==> src/mac_pkg.sv <==
package mac_pkg;
	localparam int data_width  = 32;
	localparam int index_width = 5;
	localparam int reg_count   = 32;
	localparam int mul_cycles  = 2;
	localparam int status_off  = 32'h0000_0000;
	localparam int control_off = 32'h0000_0004;
	localparam int acc_off     = 32'h0000_0008;
	localparam int count_off   = 32'h0000_000c;
	localparam int ctl_accsel_lsb = 0;
	localparam int sts_busy_bit   = 0;
	localparam int sts_done_bit   = 1;
	localparam logic [4:0] acc_index_reset = 5'h00;
	localparam logic [31:0] zero_word     = 32'h0000_0000;
	localparam logic [1:0] htrans_nonseq  = 2'h2;
	localparam logic [2:0] hsize_word     = 3'h2;

	typedef struct packed {
		logic                   start;
		logic                   readra;
		logic                   readrb;
		logic                   writerc;
		logic [index_width-1:0] a;
		logic [index_width-1:0] b;
		logic [index_width-1:0] c;
		logic [data_width-1:0]  dataa;
		logic [data_width-1:0]  datab;
	} op_req_type;

	typedef struct packed {
		logic                  done;
		logic [data_width-1:0] result;
	} op_rsp_type;

	typedef struct packed {
		logic                  valid;
		logic [data_width-1:0] data;
	} conduit_type;
endpackage

==> src/mac_regfile.sv <==
`timescale 1ns/10ps
`default_nettype none
module mac_regfile (
	input  wire logic        hclk,    // system clock
	input  wire logic        clk_en,  // clock qualifier
	input  wire logic        reset,   // sync reset, high
	input  wire logic [4:0]  rd_a,    // read index a
	input  wire logic [4:0]  rd_b,    // read index b
	input  wire logic [4:0]  rd_acc,  // accumulator index
	input  wire logic        wr_en,   // write strobe
	input  wire logic [4:0]  wr_idx,  // write index
	input  wire logic [31:0] wr_data, // write data
	output logic      [31:0] q_a,     // data at a
	output logic      [31:0] q_b,     // data at b
	output logic      [31:0] q_acc    // data at accumulator
);
	logic [31:0] mem [mac_pkg::reg_count];

	// storage for every index
	always_ff @(posedge hclk) begin
		if (reset && clk_en) begin
			for (int i = 0; i < mac_pkg::reg_count; i++) begin
				mem[i] <= mac_pkg::zero_word;
			end
		end else if (clk_en && wr_en) begin
			mem[wr_idx] <= wr_data;
		end
	end

	assign q_a   = mem[rd_a];
	assign q_b   = mem[rd_b];
	assign q_acc = mem[rd_acc];
endmodule
`default_nettype wire

==> src/mac_mult.sv <==
`timescale 1ns/10ps
`default_nettype none
module mac_mult (
	input  wire logic        hclk,   // system clock
	input  wire logic        clk_en, // clock qualifier
	input  wire logic        reset,  // sync reset, high
	input  wire logic [31:0] op_a,   // first factor
	input  wire logic [31:0] op_b,   // second factor
	output logic      [31:0] prod    // registered low product
);
	always_ff @(posedge hclk) begin
		if (reset && clk_en) begin
			prod <= mac_pkg::zero_word;
		end else if (clk_en) begin
			prod <= 32'(op_a * op_b);
		end
	end
endmodule
`default_nettype wire

==> src/mac_unit.sv <==
// Local design decisions: the AHB-Lite register port and the register addresses.
`timescale 1ns/10ps
`default_nettype none
module mac_unit (
	input  wire logic              hclk,       // system clock
	input  wire logic              hresetn,    // bus reset, low
	input  wire logic              clk_en,     // clock qualifier
	input  wire logic              reset,      // system sync reset, high
	input  wire mac_pkg::op_req_type req,      // custom op request
	output mac_pkg::op_rsp_type    rsp,        // done and result
	output mac_pkg::conduit_type   conduit,    // external data path
	input  wire logic              hsel,       // slave select
	input  wire logic [31:0]       haddr,      // address
	input  wire logic [1:0]        htrans,     // transfer type
	input  wire logic              hwrite,     // write
	input  wire logic [2:0]        hsize,      // size
	input  wire logic [31:0]       hwdata,     // write data
	input  wire logic              hready,     // bus ready
	output logic                   hreadyout,  // slave ready
	output logic                   hresp,      // always okay
	output logic [31:0]            hrdata      // read data
);
	typedef enum logic [1:0] {idle, mult, finish} phase_type;

	typedef struct packed {
		phase_type   phase;
		logic [1:0]  wait_cnt;
		logic        done;
		logic [31:0] result;
		logic        cvalid;
		logic [31:0] cdata;
		logic [4:0]  acc_idx;
		logic [31:0] op_count;
		logic        ph_write;
		logic        ph_read;
		logic [3:0]  ph_addr;
		logic [31:0] rdata;
	} state_type;

	state_type state_reg;
	state_type state_next;

	logic [31:0] q_a;
	logic [31:0] q_b;
	logic [31:0] q_acc;
	logic [31:0] prod;
	logic [31:0] op_a;
	logic [31:0] op_b;
	logic [31:0] sum;
	logic        wr_en;
	logic [4:0]  wr_idx;
	logic [31:0] wr_data;
	logic        addr_phase;

	function automatic logic [3:0] word_of(input logic [31:0] addr);
		return addr[5:2];
	endfunction

	assign op_a = req.readra ? req.dataa : q_a;
	assign op_b = req.readrb ? req.datab : q_b;
	// accumulate product
	assign sum  = 32'(q_acc + prod);

	mac_regfile u_regfile (
		.hclk    (hclk),
		.clk_en  (clk_en),
		.reset   (reset),
		.rd_a    (req.a),
		.rd_b    (req.b),
		.rd_acc  (state_reg.acc_idx),
		.wr_en   (wr_en),
		.wr_idx  (wr_idx),
		.wr_data (wr_data),
		.q_a     (q_a),
		.q_b     (q_b),
		.q_acc   (q_acc)
	);

	mac_mult u_mult (
		.hclk   (hclk),
		.clk_en (clk_en),
		.reset  (reset),
		.op_a   (op_a),
		.op_b   (op_b),
		.prod   (prod)
	);

	assign addr_phase = hsel && hready && htrans == mac_pkg::htrans_nonseq;

	always_comb begin
		state_next = state_reg;
		wr_en      = 1'b0;
		wr_idx     = req.c;
		wr_data    = sum;
		state_next.done   = 1'b0;
		state_next.cvalid = 1'b0;
		unique case (state_reg.phase)
			idle: begin
				if (req.start) begin
					state_next.phase    = mult;
					state_next.wait_cnt = 2'(mac_pkg::mul_cycles - 1);
				end
			end
			mult: begin
				if (state_reg.wait_cnt == 2'h0) begin
					state_next.phase = finish;
				end else begin
					state_next.wait_cnt = state_reg.wait_cnt - 2'h1;
				end
			end
			finish: begin
				state_next.phase    = idle;
				state_next.done     = 1'b1;
				state_next.op_count = state_reg.op_count + 32'h1;
				if (req.writerc) begin
					state_next.result = sum;
					wr_en   = 1'b1;
					wr_idx  = state_reg.acc_idx;
					wr_data = mac_pkg::zero_word;
				end else begin
					state_next.result = sum;
					wr_en   = 1'b1;
					wr_idx  = req.c;
					wr_data = sum;
				end
				state_next.cvalid = 1'b1;
				state_next.cdata  = sum;
			end
		endcase

		state_next.ph_write = addr_phase && hwrite;
		state_next.ph_read  = addr_phase && !hwrite;
		state_next.ph_addr  = word_of(haddr);
		if (state_reg.ph_write &&
		    state_reg.ph_addr == word_of(mac_pkg::control_off)) begin
			state_next.acc_idx = hwdata[mac_pkg::ctl_accsel_lsb +: 5];
		end
		state_next.rdata = mac_pkg::zero_word;
		if (addr_phase && !hwrite) begin
			unique case (word_of(haddr))
				word_of(mac_pkg::status_off): begin
					state_next.rdata[mac_pkg::sts_busy_bit] =
						state_reg.phase != idle;
					state_next.rdata[mac_pkg::sts_done_bit] =
						state_reg.done;
				end
				word_of(mac_pkg::control_off):
					state_next.rdata[4:0] = state_reg.acc_idx;
				word_of(mac_pkg::acc_off):
					state_next.rdata = q_acc;
				word_of(mac_pkg::count_off):
					state_next.rdata = state_reg.op_count;
				default:
					state_next.rdata = mac_pkg::zero_word;
			endcase
		end
		if (!clk_en) begin
			state_next.phase    = state_reg.phase;
			state_next.wait_cnt = state_reg.wait_cnt;
			state_next.done     = state_reg.done;
			state_next.result   = state_reg.result;
			state_next.cvalid   = state_reg.cvalid;
			state_next.cdata    = state_reg.cdata;
			state_next.op_count = state_reg.op_count;
			wr_en               = 1'b0;
		end
	end

	always_ff @(posedge hclk or negedge hresetn) begin
		if (!hresetn) begin
			state_reg <= '0;
		end else if (reset && clk_en) begin
			state_reg <= '0;
		end else begin
			state_reg <= state_next;
		end
	end

	assign rsp.done       = state_reg.done;
	assign rsp.result     = state_reg.result;
	assign conduit.valid  = state_reg.cvalid;
	assign conduit.data   = state_reg.cdata;
	assign hreadyout      = 1'b1;
	assign hresp          = 1'b0;
	assign hrdata         = state_reg.rdata;
endmodule
`default_nettype wire

==> config.mk <==
export PLATFORM = sky130hd
export DESIGN_NAME = mac_unit
export DESIGN_NICKNAME = d
export VERILOG_FILES = /design/src/mac_pkg.sv /design/src/mac_regfile.sv /design/src/mac_mult.sv /design/src/mac_unit.sv
export SDC_FILE = /design/constraint.sdc
export NUM_CORES = 2
export LEC_CHECK = 0
export BUFFER_PORTS_ARGS = -buffer_cell sky130_fd_sc_hd__buf_2
export CAP_MARGIN = 20
export CORE_MARGIN = 8
export CORE_UTILIZATION = 40
export CTS_CLUSTER_DIAMETER = 60
export CTS_CLUSTER_SIZE = 16
export DETAILED_ROUTE_END_ITERATION = 16
export PLACE_DENSITY = 0.58
export SYNTH_ARGS = -nofsm -noshare
export SYNTH_HDL_FRONTEND = slang
export SYNTH_HIERARCHICAL = 1
export SYNTH_SLANG_ARGS = --single-unit
export TNS_END_PERCENT = 10
==> constraint.sdc <==
create_clock -name hclk -period 13.1 [get_ports hclk]
set_input_delay 0 -clock hclk [delete_from_list [all_inputs] [get_ports hclk]]
set_output_delay 0 -clock hclk [all_outputs]
set_load 0.02 [all_outputs]
* Word-level counts from Yosys, hierarchy flattened
Memories as Yosys holds them, arrays and structs flattened.
Cells that the tools add are included.
** Storage, ports and cells
- Register bits after elaboration :: 176
- Memory bits (writable) :: 1024
- Output and inout bits :: 100
- Logic and storage cells :: 78
- Memories kept :: 1
** Memory list
- u_regfile.mem :: depth 32, width 32, read ports 3, clocked after memory_dff 0, wr ports 32, line mac_regfile.sv:17 : logic [31:0] mem [mac_pkg::reg_count];
** Operators by class
- Add/subtract/negate cells :: 3
- $mul :: 1
- Equal/unequal tests :: 10
- Multiplexer cells :: 31
- Reduce and logical (&&, ||, !) cells :: 20
** Operators with widths (number)
- $mux W32 :: 8
- $mux W145 :: 1
- $mux W70 :: 1
- $mux W66 :: 1
- $pmux W27 S2 :: 1
- $add A32 B1 Y32 const B :: 1
- $add A32 B32 Y32 :: 1
- $mul A32 B32 Y32 :: 1
- $reduce_or A32 Y1 :: 1
- $mux W5 :: 4
- $ne A3 B3 Y1 const B :: 3
- $pmux W3 S3 :: 1
- $eq A4 B1 Y1 const B :: 2
- $eq A4 B2 Y1 const B :: 2
- $mux W1 :: 8
- $pmux W2 S4 :: 1
- $reduce_bool A2 Y1 :: 4
- $logic_and A1 B1 Y1 :: 7
- $pmux W2 S3 :: 1
- $eq A2 B2 Y1 const B :: 2
- $logic_not A2 Y1 :: 2
- $logic_not A4 Y1 :: 1
- $mux W2 :: 2
- $mux W4 :: 1
- 8 further kinds :: 8

* Longest topological paths before layout
- Word-level depth :: 9
- Mapped depth :: 35
- Gate-level depth less buffers :: 30

* By module
Netlist, hierarchy kept.
** Modules (own cells, without submodules)
- mac_regfile :: instances 1, cells an instance 5807, area an instance 64730.8 µm², seq. area each 30749.5 µm²
- mac_mult :: instances 1, cells an instance 1786, area an instance 16771.1 µm², seq. area each 640.6 µm²
- mac_unit :: instances 1, cells an instance 940, area an instance 8221.6 µm², seq. area each 2777.7 µm²

* Least setup slack after synthesis
Ideal clock, no wire load.
- Kind :: input-to-reg
- Start point :: input port req[75] (netlist bit)
- End point :: register u_mult.prod[28]
- Arrival time :: 7.818 ns
- Data required time :: 12.983 ns
- Setup slack :: 5.165 ns
- Cell stages on the path :: 31
- Path buffers :: 6
- Cell sequence :: buf_2 > buf_4 > buf_2 > buf_2 > mux2i_1 > nand2_1 > a31oi_1 > nand3_1 > mux2_2 > buf_2 > clkbuf_1 > and2_1 > fa_1 > fa_1 > fa_1 > inv_1 > fa_1 > inv_1 > fa_1 > fa_1 > fa_1 > fa_1 > ha_1 > and2_1 > a311oi_1 > o211ai_1 > a211o_1 > o211ai_2 > a31oi_1 > or3_1 > a32o_1
** Between the ends
- Cells in the longest elaborated chain, start to end :: 3
** Ends and longest elaborated chain
- start: declaration :: line mac_unit.sv:9 : input wire mac_pkg::op_req_type req,
- $mem_v2 Z32 W32
- named net q_a[13] :: line mac_unit.sv:43 : logic [31:0] q_a;
- $mux W32 :: line mac_unit.sv:59 : assign op_a = req.readra ? req.dataa : q_a;
- named net op_a[13] :: line mac_unit.sv:47 : logic [31:0] op_a;
- $mul A32 B32 Y32 :: line mac_mult.sv:15 : prod <= 32'(op_a * op_b);
- end signal: assignment :: line mac_mult.sv:13 : prod <= mac_pkg::zero_word;
- end signal: assignment :: line mac_mult.sv:15
- end: declaration :: line mac_mult.sv:9 : output logic [31:0] prod
The timed path passes the listed nets, and every way through them passes these cells.
A chain may end at the register's enable or synchronous reset.

* Worst setup path in the final report
- Start point :: input port req[75] (netlist bit)
- End point :: register u_mult.prod[31]
The elaborated chain is that of the path after synthesis.

==> metrics.txt <==
Async SR Flop Fraction 0.0951; EDFF count, synth approximately 1,000; #FFs+latches synth between 1,000 and 1,500; pin count of the biggest net entering global routing around 120; Final Max Slew Viols 0; final worst path period share 0.747; Worst Reg2Reg Path Length in Cells 27; final hold vios 0; Clock Skews about 50 ps; mux cell area share after synthesis 0.181; top post-synthesis cells by area edfxtp_1, mux2i_1, and2_1; largest family of logic cells by synthesized area multiplexers; Leak Pwr a little under 40 nW; Top Ports approximately 260; top cell type's share of synthesized area 0.343; Synth Area in Simple Gates 0.161; setup ws final ~3300 ps; relative slew slack 0.199; syn_nets 9,260; H-tree lvl count 3; Worst Setup End Kind register; Synth Flop Type edfxtp_1; post-layout util 0.435; Synth area leader edfxtp_1; Synth Area in Compound Gates 0.0924; Syn Area/Cell around 11 um^2; Clock Tree Root clkbuf_16; Cell Int Power 0.0153 W; hold depth 4; IR drop worst, VDD 2.28 mV; CTS tree built; WP data arrival between 10,000 and 15,000 ps; worst r2r src u_regfile/mem[19][16]; CTS max path bufs 3; Filler cells around 21,000; Worst R2R End u_mult/prod[28]; Worst Hold Class in -> reg; number of port buffers a little under 200; max FFs per register 1,024; Commonest cells post-synth mux2i_1, and2_1, edfxtp_1; residual DRC count 0; area grow syn2layout 8.40%; count leader, synth mux2i_1; Psw around 0.015 W; Critical Path RT approximately 14,000 ps; HP Start hwdata[3]; outcome finished clean; crit path launch type primary input; Sequential Power Share 0.149; clock power share 0.121; first-pass GRT wire length ~500,000 um; gpl congestion between 0.9 and 1; Total Wirelength 357,000 um; Setup violations, final 0; HPWL Detailed about 230,000 um; die area about 240,000 um^2; setup_tns 0 ps; crit path kind in -> reg; library cells used by synthesis 87; layout cells sized above 1 0.0977; dpl ws about 2700 ps; WL/cell between 30 and 40 um; post-synthesis adder-cell area fraction 0.113; PwrDens roughly 310 nW/um^2; post-synthesis sequential area ratio 0.381; Iter 0 DRT Violations between 8,000 and 9,000; DR pass1 iterations 6; worst reg2reg setup slack approximately 3300 ps; worst skew pair latency between 800 and 900 ps; CTS sink cnt about 1,200; PostCTS Resize Cnt 0; Worst Path Max Fanout 80; Comb power frac 0.730; post-synthesis xor/xnor area fraction 0.0107; DIE WIDTH about 500 um; Starting Density 0.401; DIE HEIGHT 490 um; via count 69,626; Max Cap Viol 0; Synth Instances around 8,500; worst slew pin tran around 1200 ps; Worst-path clk slew around 70 ps; Cell Area, Synth about 90,000 um^2; Worst Hold Endpoint state_reg[73]; Vias/cell 6.13; footprint of the multi-input gates approximately 51,000 um^2; Max Fclk 102 MHz; GRT Residual Overflow 0; sequential cell area around 34,000 um^2; vias in the first global route 69,329; Core Box Area roughly 220,000 um^2; Cell Rows between 150 and 200; unrepaired setup endpoints after global routing no; hold_ws around 25 ps; GRT Total Usage 0.286; antenna violations before repair 44; switch share 0.487; fin nets ~9,000; Ys Warns 6; Routed Antenna Nets 0; min cycle time layout about 9800 ps; TritonCTS buffer count between 100 and 150
-- cells by family after synthesis --
| family | Yosys count |
|---|---|
| AO/OA/AOI/OAI | 1231 |
| XOR/XNOR | 108 |
| adder cells (fa/ha/maj) | 568 |
| buffers and inverters | 1195 |
| flip-flops | 1167 |
| multiplexers | 1616 |
| other | 2 |
| AND/OR/NAND/NOR | 2646 |
-- worst max-delay path: stages --
cell and delay (ps):
buf_8 650, buf_4 890, buf_4 820, mux2i_1 280, a22o_1 170, nor3_1 60
a31oi_1 510, nand3_1 310, mux2_2 460, and2_1 210, fa_1 520, inv_1 70
fa_1 520, fa_1 590, fa_1 450, fa_1 570, fa_1 430, fa_1 470
fa_1 450, xnor2_1 160, xnor2_1 200, xnor2_1 160, xnor2_1 110, xnor2_1 270
xnor3_1 470, and3_1 230, o32ai_1 190
-- power by group through the flow --
| stage | Clock, W | Combinational [W] | Sequential, W |
|---|---|---|---|
| floorplan | 0 | 0.0163 | 0.00446 |
| global placement | 0 | 0.0216 | 0.00451 |
| CTS | 0.00364 | 0.0220 | 0.00445 |
| global route | 0.00377 | 0.0240 | 0.00446 |
| finish | 0.00361 | 0.0218 | 0.00445 |
| detailed placement | 0 | 0.0218 | 0.00453 |
-- metrics by stage --
stage | power (W) | instance area, um^2 | instances
2_1_floorplan | 0.0207 | 89700 | 8533
3_3_place_gp | 0.0261 | 92700 | 11088
3_5_place_dp | 0.0263 | 92800 | 11093
4_1_cts | 0.0300 | 97100 | 11334
5_1_grt | 0.0323 | 97200 | 11345
6_report | 0.0299 | 97300 | 11358
-- placed cells by master (no fill, tap or decap), types with 159 or more instances in the layout --
cell	n
a21oi_1	349
a22o_1	214
a22oi_1	319
and2_1	1402
buf_2	195
buf_4	168
edfxtp_1	1024
fa_1	409
ha_1	159
inv_1	375
mux2i_1	1543
nand2_1	571
nand3_1	306
-- how the worst max path moves through the flow --
stage / start / to / slack (ps) / depth (start not counted)
floorplan: req[75] / u_mult/prod[28] / 5160 / 31
global placement: req[75] / u_mult/prod[31] / 2770 / 27
detailed placement: req[75] / u_mult/prod[31] / 2730 / 27
CTS: req[75] / u_mult/prod[31] / 3500 / 27
global route: req[75] / u_mult/prod[28] / 3150 / 30
finish: req[75] / u_mult/prod[31] / 3320 / 27
-- metal layers --
metal	part of all wire	track usage	wire length [um]	up-vias
met4	0.078	0.188	27800	16
li1	-	-	-	29447
met5	0.00040	0	144	-
met1	0.38	0.365	137000	34888
met3	0.10	0.0606	36300	1189
met2	0.44	0.440	156000	4086
-- final cells by class --
type	instances	area share
well taps	2992	0.0385
inverters	376	0.0145
flip-flops and latches	1167	0.351
multi-input cells	6171	0.522
clock inverters	87	0.0100
diodes	18	0.000463
repair buffers	420	0.0314
clock buffers	127	0.0315
-- what timing repair did --
| action | 4_1_cts | 5_1_grt |
|---|---|---|
| buffers inserted | 0 | 0 |
| endpoints found under the hold margin | 125 | 0 |
| hold buffers | 27 | 0 |
Power figures use the tool's default switching activity.
